$ cat src/hw/status_pkg.sv
// Shared constants, field positions and carrier types for status reporting
package status_pkg;
	// Widths of register parts and the summary byte
	localparam int PART_W = 16;
	localparam int HW_W = 15;
	localparam int SUMB_W = 8;
	// Top bit of every part is forced low
	localparam logic [15:0] PART_MASK = 16'h7fff;
	// Reset values
	localparam logic [15:0] PTR_RST = 16'h7fff;
	localparam logic [15:0] NTR_RST = 16'h0000;
	localparam logic [15:0] EN_RST = 16'h0000;
	localparam logic [15:0] EVT_RST = 16'h0000;
	localparam logic [7:0] REQ_RST = 8'h00;
	localparam logic [7:0] PRE_RST = 8'h00;
	localparam logic [7:0] SEM_RST = 8'h00;
	localparam logic [7:0] SER_RST = 8'h00;
	// Summary byte bit positions
	localparam int SUM_ERRQ = 2;
	localparam int SUM_QUES = 3;
	localparam int SUM_MRDY = 4;
	localparam int SUM_EVT = 5;
	localparam int SUM_MASTER = 6;
	localparam int SUM_OPER = 7;
	// Request mask ignores bit 6; poll mask uses all bits
	localparam logic [7:0] SRQ_MASK = 8'hbf;
	// Standard event register: bit 0 operation complete, bit 1 unused
	localparam int SER_OPC = 0;
	localparam logic [7:0] SER_USED = 8'hfd;
	// Command unit select
	localparam logic [1:0] U_COMMON = 2'h0;
	localparam logic [1:0] U_OPER = 2'h1;
	localparam logic [1:0] U_QUES = 2'h2;
	// Part select inside a 16-bit status register
	localparam logic [2:0] P_COND = 3'h0;
	localparam logic [2:0] P_PTR = 3'h1;
	localparam logic [2:0] P_NTR = 3'h2;
	localparam logic [2:0] P_EVT = 3'h3;
	localparam logic [2:0] P_EN = 3'h4;
	// Select inside the common unit
	localparam logic [2:0] C_SUMB = 3'h0;
	localparam logic [2:0] C_REQM = 3'h1;
	localparam logic [2:0] C_PRE = 3'h2;
	localparam logic [2:0] C_FLAG = 3'h3;
	localparam logic [2:0] C_SER = 3'h4;
	localparam logic [2:0] C_SEM = 3'h5;
	localparam logic [2:0] C_SPOLL = 3'h6;
	localparam logic [2:0] C_PPOLL = 3'h7;
	// Command and answer carriers
	typedef struct packed {
		logic write;
		logic [1:0] unit;
		logic [2:0] sel;
		logic [15:0] data;
	} cmd_t;
	typedef struct packed {
		logic err;
		logic [15:0] data;
	} rsp_t;
endpackage : status_pkg

$ cat src/hw/status_hierarchy.sv
// Status reporting hierarchy: two status registers, event register, summary
`timescale 1ns/100ps
module status_hierarchy (
	// Clock, reset, enable
	input wire logic ref_clk_i,
	input wire logic rst_b_i,
	input wire logic ce_i,
	// Hardware status levels from instrument pins
	input wire logic [14:0] oper_status_i,
	input wire logic [14:0] ques_status_i,
	// Same-clock status from the message and error logic
	input wire logic err_queue_not_empty_i,
	input wire logic msg_ready_i,
	input wire logic opc_done_i,
	input wire logic [7:0] std_event_i,
	// Command port
	input wire logic cmd_valid_i,
	input wire status_pkg::cmd_t cmd_i,
	// Answer port
	output logic rsp_valid_o,
	output status_pkg::rsp_t rsp_o,
	// Link-side status
	output logic srq_o,
	output logic individual_status_flag_o,
	output logic [7:0] status_summary_byte_o
);
	logic [29:0] hw_sync;
	logic wr;
	logic rd;
	logic is_oper;
	logic is_ques;
	logic is_com;
	logic [15:0] oper_cond;
	logic [15:0] oper_ptr;
	logic [15:0] oper_ntr;
	logic [15:0] oper_evt;
	logic [15:0] oper_en;
	logic oper_sum;
	logic [15:0] ques_cond;
	logic [15:0] ques_ptr;
	logic [15:0] ques_ntr;
	logic [15:0] ques_evt;
	logic [15:0] ques_en;
	logic ques_sum;
	logic oper_clr;
	logic ques_clr;
	logic ser_clr;
	logic [7:0] standard_event_register_ff;
	logic [7:0] standard_event_mask_ff;
	logic [7:0] service_request_mask_ff;
	logic [7:0] parallel_poll_mask_ff;
	logic [7:0] status_summary_byte_ff;
	logic [7:0] sumb_prev_ff;
	logic srq_ff;
	logic flag_ff;
	logic rsp_valid_ff;
	status_pkg::rsp_t rsp_ff;
	status_pkg::rsp_t nxt_rsp;
	logic [7:0] nxt_ser;
	logic [7:0] ser_set;
	logic standard_event_summary_bit;
	logic master_summary_bit;
	logic [7:0] sumb_base;
	logic [7:0] nxt_sumb;
	logic [7:0] sumb_rise;

	// Pin levels are asynchronous to the clock
	status_sync #(
		.W(30)
	) u_sync (
		.ref_clk_i(ref_clk_i),
		.rst_b_i(rst_b_i),
		.ce_i(ce_i),
		.async_i({ques_status_i, oper_status_i}),
		.sync_o(hw_sync)
	);

	// Command decode
	assign wr = cmd_valid_i & cmd_i.write;
	assign rd = cmd_valid_i & ~cmd_i.write;
	assign is_oper = (cmd_i.unit == status_pkg::U_OPER);
	assign is_ques = (cmd_i.unit == status_pkg::U_QUES);
	assign is_com = (cmd_i.unit == status_pkg::U_COMMON);
	assign oper_clr = rd & is_oper & (cmd_i.sel == status_pkg::P_EVT);
	assign ques_clr = rd & is_ques & (cmd_i.sel == status_pkg::P_EVT);
	assign ser_clr = rd & is_com & (cmd_i.sel == status_pkg::C_SER);

	// Activity register; its summary goes to summary byte bit 7
	status_register u_oper (
		.ref_clk_i(ref_clk_i),
		.rst_b_i(rst_b_i),
		.ce_i(ce_i),
		.cond_i({1'b0, hw_sync[14:0]}),
		.wr_ptr_i(wr & is_oper & (cmd_i.sel == status_pkg::P_PTR)),
		.wr_ntr_i(wr & is_oper & (cmd_i.sel == status_pkg::P_NTR)),
		.wr_en_i(wr & is_oper & (cmd_i.sel == status_pkg::P_EN)),
		.wdata_i(cmd_i.data),
		.evt_clr_i(oper_clr),
		.cond_o(oper_cond),
		.ptr_o(oper_ptr),
		.ntr_o(oper_ntr),
		.evt_o(oper_evt),
		.en_o(oper_en),
		.sum_o(oper_sum)
	);

	// Doubtful-status register; its summary goes to bit 3
	status_register u_ques (
		.ref_clk_i(ref_clk_i),
		.rst_b_i(rst_b_i),
		.ce_i(ce_i),
		.cond_i({1'b0, hw_sync[29:15]}),
		.wr_ptr_i(wr & is_ques & (cmd_i.sel == status_pkg::P_PTR)),
		.wr_ntr_i(wr & is_ques & (cmd_i.sel == status_pkg::P_NTR)),
		.wr_en_i(wr & is_ques & (cmd_i.sel == status_pkg::P_EN)),
		.wdata_i(cmd_i.data),
		.evt_clr_i(ques_clr),
		.cond_o(ques_cond),
		.ptr_o(ques_ptr),
		.ntr_o(ques_ntr),
		.evt_o(ques_evt),
		.en_o(ques_en),
		.sum_o(ques_sum)
	);

	// Standard event register: events set, a read clears, set wins
	always_comb begin
		ser_set = std_event_i & status_pkg::SER_USED;
		ser_set[status_pkg::SER_OPC] = ser_set[status_pkg::SER_OPC]
			| opc_done_i;
		nxt_ser = (standard_event_register_ff & ~{8{ser_clr}}) | ser_set;
	end

	always_ff @(posedge ref_clk_i) begin
		if (!rst_b_i)
			standard_event_register_ff <= status_pkg::SER_RST;
		else if (ce_i)
			standard_event_register_ff <= nxt_ser;
	end

	// Masks written by command; reads never touch them
	always_ff @(posedge ref_clk_i) begin
		if (!rst_b_i) begin
			standard_event_mask_ff <= status_pkg::SEM_RST;
			service_request_mask_ff <= status_pkg::REQ_RST;
			parallel_poll_mask_ff <= status_pkg::PRE_RST;
		end else if (ce_i && wr && is_com) begin
			if (cmd_i.sel == status_pkg::C_SEM)
				standard_event_mask_ff <= cmd_i.data[7:0];
			if (cmd_i.sel == status_pkg::C_REQM)
				service_request_mask_ff <= cmd_i.data[7:0];
			if (cmd_i.sel == status_pkg::C_PRE)
				parallel_poll_mask_ff <= cmd_i.data[7:0];
		end
	end

	// Summary byte assembly; the master bit sums the other seven as enabled by the request mask
	always_comb begin
		standard_event_summary_bit = |(standard_event_register_ff
			& standard_event_mask_ff);
		sumb_base = 8'h00;
		sumb_base[status_pkg::SUM_ERRQ] = err_queue_not_empty_i;
		sumb_base[status_pkg::SUM_QUES] = ques_sum;
		sumb_base[status_pkg::SUM_MRDY] = msg_ready_i;
		sumb_base[status_pkg::SUM_EVT] = standard_event_summary_bit;
		sumb_base[status_pkg::SUM_OPER] = oper_sum;
		master_summary_bit = |(sumb_base & service_request_mask_ff
			& status_pkg::SRQ_MASK);
		nxt_sumb = sumb_base;
		nxt_sumb[status_pkg::SUM_MASTER] = master_summary_bit;
	end

	always_ff @(posedge ref_clk_i) begin
		if (!rst_b_i) begin
			status_summary_byte_ff <= 8'h00;
			sumb_prev_ff <= 8'h00;
		end else if (ce_i) begin
			status_summary_byte_ff <= nxt_sumb;
			sumb_prev_ff <= status_summary_byte_ff;
		end
	end

	// Only a fresh 0-to-1 of an enabled bit asks for service, so a
	// level that stays high does not keep requesting
	assign sumb_rise = status_summary_byte_ff & ~sumb_prev_ff;

	always_ff @(posedge ref_clk_i) begin
		if (!rst_b_i)
			srq_ff <= 1'b0;
		else if (ce_i)
			srq_ff <= |(sumb_rise & service_request_mask_ff
				& status_pkg::SRQ_MASK);
	end

	// Poll flag uses bit 6 too, unlike the request mask
	always_ff @(posedge ref_clk_i) begin
		if (!rst_b_i)
			flag_ff <= 1'b0;
		else if (ce_i)
			flag_ff <= |(status_summary_byte_ff
				& parallel_poll_mask_ff);
	end

	// Read mux; writes to read-only parts answer with an error
	always_comb begin
		nxt_rsp = '0;
		if (is_com) begin
			unique case (cmd_i.sel)
				status_pkg::C_SUMB, status_pkg::C_SPOLL: begin
					nxt_rsp.data = {8'h00, status_summary_byte_ff};
					nxt_rsp.err = cmd_i.write;
				end
				status_pkg::C_REQM:
					nxt_rsp.data = {8'h00, service_request_mask_ff};
				status_pkg::C_PRE:
					nxt_rsp.data = {8'h00, parallel_poll_mask_ff};
				status_pkg::C_FLAG, status_pkg::C_PPOLL: begin
					nxt_rsp.data = {15'h0000, flag_ff};
					nxt_rsp.err = cmd_i.write;
				end
				status_pkg::C_SER: begin
					nxt_rsp.data = {8'h00, standard_event_register_ff};
					nxt_rsp.err = cmd_i.write;
				end
				status_pkg::C_SEM:
					nxt_rsp.data = {8'h00, standard_event_mask_ff};
			endcase
		end else if (is_oper || is_ques) begin
			case (cmd_i.sel)
				status_pkg::P_COND: begin
					nxt_rsp.data = is_oper ? oper_cond : ques_cond;
					nxt_rsp.err = cmd_i.write;
				end
				status_pkg::P_PTR:
					nxt_rsp.data = is_oper ? oper_ptr : ques_ptr;
				status_pkg::P_NTR:
					nxt_rsp.data = is_oper ? oper_ntr : ques_ntr;
				status_pkg::P_EVT: begin
					nxt_rsp.data = is_oper ? oper_evt : ques_evt;
					nxt_rsp.err = cmd_i.write;
				end
				status_pkg::P_EN:
					nxt_rsp.data = is_oper ? oper_en : ques_en;
				default:
					nxt_rsp.err = 1'b1;
			endcase
		end else begin
			nxt_rsp.err = 1'b1;
		end
		nxt_rsp.data = nxt_rsp.data & status_pkg::PART_MASK;
	end

	// Every command taken while ce_i is high gets one answer a cycle later
	always_ff @(posedge ref_clk_i) begin
		if (!rst_b_i) begin
			rsp_valid_ff <= 1'b0;
			rsp_ff <= '0;
		end else if (ce_i) begin
			rsp_valid_ff <= cmd_valid_i;
			if (cmd_valid_i)
				rsp_ff <= nxt_rsp;
		end
	end

	assign rsp_valid_o = rsp_valid_ff;
	assign rsp_o = rsp_ff;
	assign srq_o = srq_ff;
	assign individual_status_flag_o = flag_ff;
	assign status_summary_byte_o = status_summary_byte_ff;
endmodule : status_hierarchy

$ cat src/hw/status_register.sv
// One five-part status register with edge filters and summary bit
`timescale 1ns/100ps
module status_register (
	// Clock, reset, enable
	input wire logic ref_clk_i,
	input wire logic rst_b_i,
	input wire logic ce_i,
	// Live status levels
	input wire logic [15:0] cond_i,
	// Part writes and clear-on-read strobe
	input wire logic wr_ptr_i,
	input wire logic wr_ntr_i,
	input wire logic wr_en_i,
	input wire logic [15:0] wdata_i,
	input wire logic evt_clr_i,
	// Part contents and summary
	output logic [15:0] cond_o,
	output logic [15:0] ptr_o,
	output logic [15:0] ntr_o,
	output logic [15:0] evt_o,
	output logic [15:0] en_o,
	output logic sum_o
);
	logic [15:0] cond_ff;
	logic [15:0] ptr_ff;
	logic [15:0] ntr_ff;
	logic [15:0] evt_ff;
	logic [15:0] en_ff;
	logic [15:0] set_w;
	logic [15:0] nxt_evt;

	// Live part follows its source only; no write path exists
	always_ff @(posedge ref_clk_i) begin
		if (!rst_b_i)
			cond_ff <= '0;
		else if (ce_i)
			cond_ff <= cond_i & status_pkg::PART_MASK;
	end

	// Filters and mask: written on command, reads leave them alone
	always_ff @(posedge ref_clk_i) begin
		if (!rst_b_i) begin
			ptr_ff <= status_pkg::PTR_RST;
			ntr_ff <= status_pkg::NTR_RST;
			en_ff <= status_pkg::EN_RST;
		end else if (ce_i) begin
			if (wr_ptr_i)
				ptr_ff <= wdata_i & status_pkg::PART_MASK;
			if (wr_ntr_i)
				ntr_ff <= wdata_i & status_pkg::PART_MASK;
			if (wr_en_i)
				en_ff <= wdata_i & status_pkg::PART_MASK;
		end
	end

	// Filtered edges; a new edge beats a clear in the same cycle
	always_comb begin
		set_w = (cond_i & ~cond_ff & ptr_ff)
			| (~cond_i & cond_ff & ntr_ff);
		set_w = set_w & status_pkg::PART_MASK;
		nxt_evt = (evt_ff & ~{16{evt_clr_i}}) | set_w;
	end

	always_ff @(posedge ref_clk_i) begin
		if (!rst_b_i)
			evt_ff <= status_pkg::EVT_RST;
		else if (ce_i)
			evt_ff <= nxt_evt;
	end

	assign cond_o = cond_ff;
	assign ptr_o = ptr_ff;
	assign ntr_o = ntr_ff;
	assign evt_o = evt_ff;
	assign en_o = en_ff;
	assign sum_o = |(evt_ff & en_ff);
endmodule : status_register

$ cat src/hw/status_sync.sv
// Two-flop synchroniser for a bus of independent status levels
`timescale 1ns/100ps
module status_sync #(
	parameter int W = 15
) (
	// Clock, reset, enable
	input wire logic ref_clk_i,
	input wire logic rst_b_i,
	input wire logic ce_i,
	// Levels from outside the clock domain
	input wire logic [W-1:0] async_i,
	// Synchronised levels
	output logic [W-1:0] sync_o
);
	logic [W-1:0] meta_ff;
	logic [W-1:0] sync_ff;

	// First stage feeds only the second; bits are independent levels
	always_ff @(posedge ref_clk_i) begin
		if (!rst_b_i) begin
			meta_ff <= '0;
			sync_ff <= '0;
		end else if (ce_i) begin
			meta_ff <= async_i;
			sync_ff <= meta_ff;
		end
	end

	assign sync_o = sync_ff;
endmodule : status_sync

$ cat config.mk
export PLATFORM = sky130hd
export DESIGN_NAME = status_hierarchy
export DESIGN_NICKNAME = d
export VERILOG_FILES = /design/src/hw/status_pkg.sv /design/src/hw/status_hierarchy.sv /design/src/hw/status_register.sv /design/src/hw/status_sync.sv
export SDC_FILE = /design/constraint.sdc
export NUM_CORES = 1
export LEC_CHECK = 0
export ABC_AREA = 1
export BUFFER_PORTS_ARGS = -buffer_cell sky130_fd_sc_hd__buf_2
export CORE_MARGIN = 3
export CORE_UTILIZATION = 30
export DETAILED_ROUTE_END_ITERATION = 10
export PLACE_DENSITY = 0.53
export SYNTH_ARGS = -nofsm -noshare
export SYNTH_HDL_FRONTEND = slang
export SYNTH_SLANG_ARGS = --single-unit
$ cat constraint.sdc
create_clock -name ref_clk_i -period 1.3 [get_ports ref_clk_i]
set_input_delay 0.13 -clock ref_clk_i [delete_from_list [all_inputs] [get_ports ref_clk_i]]
set_output_delay 0.13 -clock ref_clk_i [all_outputs]
set_load 0.05 [all_outputs]
==> run_results.csv <==
group,metric,value,unit
outcome,outcome,"complete, no violations",
placed_design,place_hpwl,31.8,mm
synth,yosys.area.top_type,"dfxtp_1",
placed_design,gp_congestion,0.881,
clocking,htreeDepth,2,
synth,synth.area.top_cells,"dfxtp_1 44%, nand2_1 17%, nor2_1 8.9%",
synth,synth_top_family_by_area,"simple AND/OR/NAND/NOR gates",
clocking,cts_inserted_buffers,34,
synth,synth_cells,1845,
clocking,postCtsSetupRepairBufs,0,
synth,synth_seq_cells,272,
timing,period_share,0.981,
clocking,cts_root_buf,"clkbuf_16",
synth,synth-xor-area-share,0,
grt,antenna_found_initial,0,
synth,synth_area_per_cell,6.72,um^2
placed_design,postPlaceCellArea,14400,um^2
final_layout,layout-drive-gt1-share,0.164,
setup_path,worst-path-buf-inv,1,
floorplanning,core_area,40300,um^2
clocking,cts_tree,"yes",
timing,period_minus_slack,1280,ps
detailed_routing,routedWlPerCell,17.0,um
synth,synth_area,12400,um^2
setup_path,crit_start,"status_summary_byte_o[4]",
synth,netlist-cell-type-count,43,
final_layout,fin_area,16100,um^2
floorplanning,top_level_ports,95,
grt,grt_max_degree,83,
synth,async_flop_share,0,
setup_path,critPathSlowestCell,"dfxtp_1",
setup_path,path_class,"reg -> out",
synth,yosys_most_used_dff,"dfxtp_1",
setup_path,reg2reg_slack,60,ps
final_layout,fin_util,0.399,
final_layout,fin_nets,2129,
timing,setup_viol,0,
synth,yosys.area_share.simple,0.322,
grt,track_usage,0.197,
grt,grt_first_pass_wirelength,69.1,mm
synth,synth-edff-count,0,
timing,setup_ws,24.1,ps
detailed_routing,routed_wl,44.4,mm
floorplanning,dieArea,43800,um^2
run,maxCapViolations,0,
synth,synthMuxAreaShare,0,
setup_path,cpPeakStageDelay,350,ps
final_layout,multi_input_area,6100,um^2
final_layout,fin_cells,2608,
setup_path,r2r_cells,8,
setup_path,crit_fanout,3,
pwr,powerDensity,1260,nW/um^2
setup_path,critPathCaptureType,"output port",
min_path,hold_depth,3,
detailed_routing,drc,0,
setup_path,path_delay_family,"flip-flops",
grt,grt.overflow.total,0,
detailed_routing,antenna_left,0,
timing,timing.hold.ws,49.8,ps
setup_path,critical_path_arrival,1150,ps
synth,synth_fa_ha_area_frac,0.00404,
synth,synth_top_area_frac,0.439,
detailed_routing,vias_per_cell,4.83,
clocking,clock_path_buffers,3,
min_path,hold_path.startpoint,"cmd_i[3]",
clocking,clk_latency,530,ps
pwr,power,20.3,mW
timing,hold_viol,0,
detailed_routing,via_count,12600,
grt,grt_pass1_vias,11800,
min_path,hold_class,"in -> reg",
floorplanning,die_h,209,um
placed_design,pre_cts_ws,-466,ps
pwr,leakage,7.17,nW
setup_path,crit-reg2reg-capture,"status_summary_byte_o[6]",
final_layout,regArea,5450,um^2
synth,synth_compound_area_frac,0.161,
pwr,peakVddDrop,0.000639,V
detailed_routing,first_pass_iters,5,
timing,finalClockSkew,32.9,ps
setup_path,critPathRequiredTime,1170,ps
setup_path,critPathLaunchType,"flip-flop",
final_layout,syn_to_final_growth,29.7,%
clocking,cts.sinks,272,
placed_design,placed_cells,2497,
min_path,hold_path_end,"u_oper.ptr_o[3]",
final_layout,num-fill-cells,4225,
synth,yosysWarnings,0,
timing,final_max_slew_viol_count,0,
clocking,clkTransAtPathRegs,60,ps
floorplanning,start_util,0.308,
floorplanning,rows,73,
detailed_routing,drt_iter0_markers,1193,
placed_design,portBuffers,89,
floorplanning,die_w,209,um
setup_path,crit_chain,"buf_2",
setup_path,r2r-start,"u_oper.evt_o[0]",
synth,seq_area_frac_synth,0.439,
final_layout,antenna_cells,0,
timing,fmax,784,MHz
timing,tns,0,ps
[flip-flops by register name, summed over array words and instances (netlist names)]
| register | cells |
|---|---|
| service_request_mask_ff | 8 |
| standard_event_register_ff | 8 |
| u_ques.en_o | 15 |
| u_oper.evt_o | 15 |
| u_oper.ntr_o | 15 |
| individual_status_flag_o | 1 |
| u_sync.meta_ff | 30 |
| u_ques.evt_o | 15 |
| standard_event_mask_ff | 8 |
| u_oper.ptr_o | 15 |
| parallel_poll_mask_ff | 8 |
| srq_o | 1 |
| u_oper.cond_o | 15 |
| u_oper.en_o | 15 |
| u_sync.sync_o | 30 |
| sumb_prev_ff | 5 |
| u_ques.cond_o | 15 |
| u_ques.ntr_o | 15 |
| u_ques.ptr_o | 15 |
| rsp_o | 16 |
| rsp_valid_o | 1 |
| status_summary_byte_o | 6 |
[where the power goes]
group / leakage (nW) / switching (mW) / internal (mW)
logic: 4.40 / 1.30 / 0.823
registers: 2.22 / 0.240 / 8.64
clock network: 0.547 / 3.72 / 5.54
total: 7.17 / 5.25 / 15.0
[final cells by class]
| class | count | area share |
|---|---|---|
| Multi-Input combinational cell | 1367 | 0.379 |
| Sequential cell | 272 | 0.339 |
| Timing Repair Buffer | 278 | 0.148 |
| Clock buffer | 46 | 0.0588 |
| Tap cell | 525 | 0.0408 |
| Inverter | 105 | 0.0250 |
| Clock inverter | 15 | 0.00918 |
[layout by cell type (no fill, tap or decap), types with 4 or more instances in the layout]
| cell type | instances |
|---|---|
| nor3_1 | 4 |
| nand2_1 | 551 |
| inv_2 | 12 |
| a21oi_1 | 135 |
| clkbuf_1 | 7 |
| clkbuf_16 | 34 |
| inv_1 | 89 |
| buf_2 | 67 |
| buf_12 | 25 |
| clkbuf_8 | 5 |
| nand3_2 | 5 |
| nand2_2 | 8 |
| dlygate4sd3_1 | 50 |
| dfxtp_1 | 270 |
| nand3_1 | 88 |
| buf_4 | 126 |
| o21ai_0 | 216 |
| o21ai_1 | 4 |
| nand4_1 | 8 |
| clkinv_2 | 9 |
| nor2_2 | 8 |
| nor2_4 | 5 |
| a211o_1 | 12 |
| buf_6 | 7 |
| nor2_1 | 288 |
[layer usage]
metal,share of wire,up-vias,global-route usage
met3,0.058,54,0.0275
met2,0.42,417,0.297
li1,-,6353,-
met1,0.50,5780,0.295
met4,0.020,0,0.0540
met5,0,-,0
[cell usage after synthesis, types with 6 or more instances]
library cell    n
nand3_1        91
buf_2          25
inv_1          92
nand2_1       554
buf_6           6
inv_2           9
buf_4          13
o21ai_0       219
nor2_1        294
nand4_1         8
dfxtp_1       272
a211o_1        12
clkbuf_1       57
a21oi_1       137
[cell families after synthesis]
group / Yosys count
AND/OR/NAND/NOR: 977
AO/OA/AOI/OAI: 383
flip-flops: 272
buffers and inverters: 208
adder cells (fa/ha/maj): 4
other: 1
[timing repair]
| action | in CTS | in global routing |
|---|---|---|
| setup endpoints to repair | 19 | 17 |
| hold endpoints to repair | 76 | 0 |
| gates cloned | 0 | 0 |
| pin swaps | 2 | 4 |
| hold buffers | 50 | 0 |
| resized for setup | 27 | 18 |
[worst max path at each step]
stage / to / depth (start not counted)
global route: status_summary_byte_o[6] / 8
detailed placement: rsp_o[4] / 11
finish: status_summary_byte_o[4] / 1
CTS: rsp_o[6] / 1
global placement: rsp_o[4] / 11
floorplan: rsp_o[14] / 9
Power figures use the tool's default switching activity.
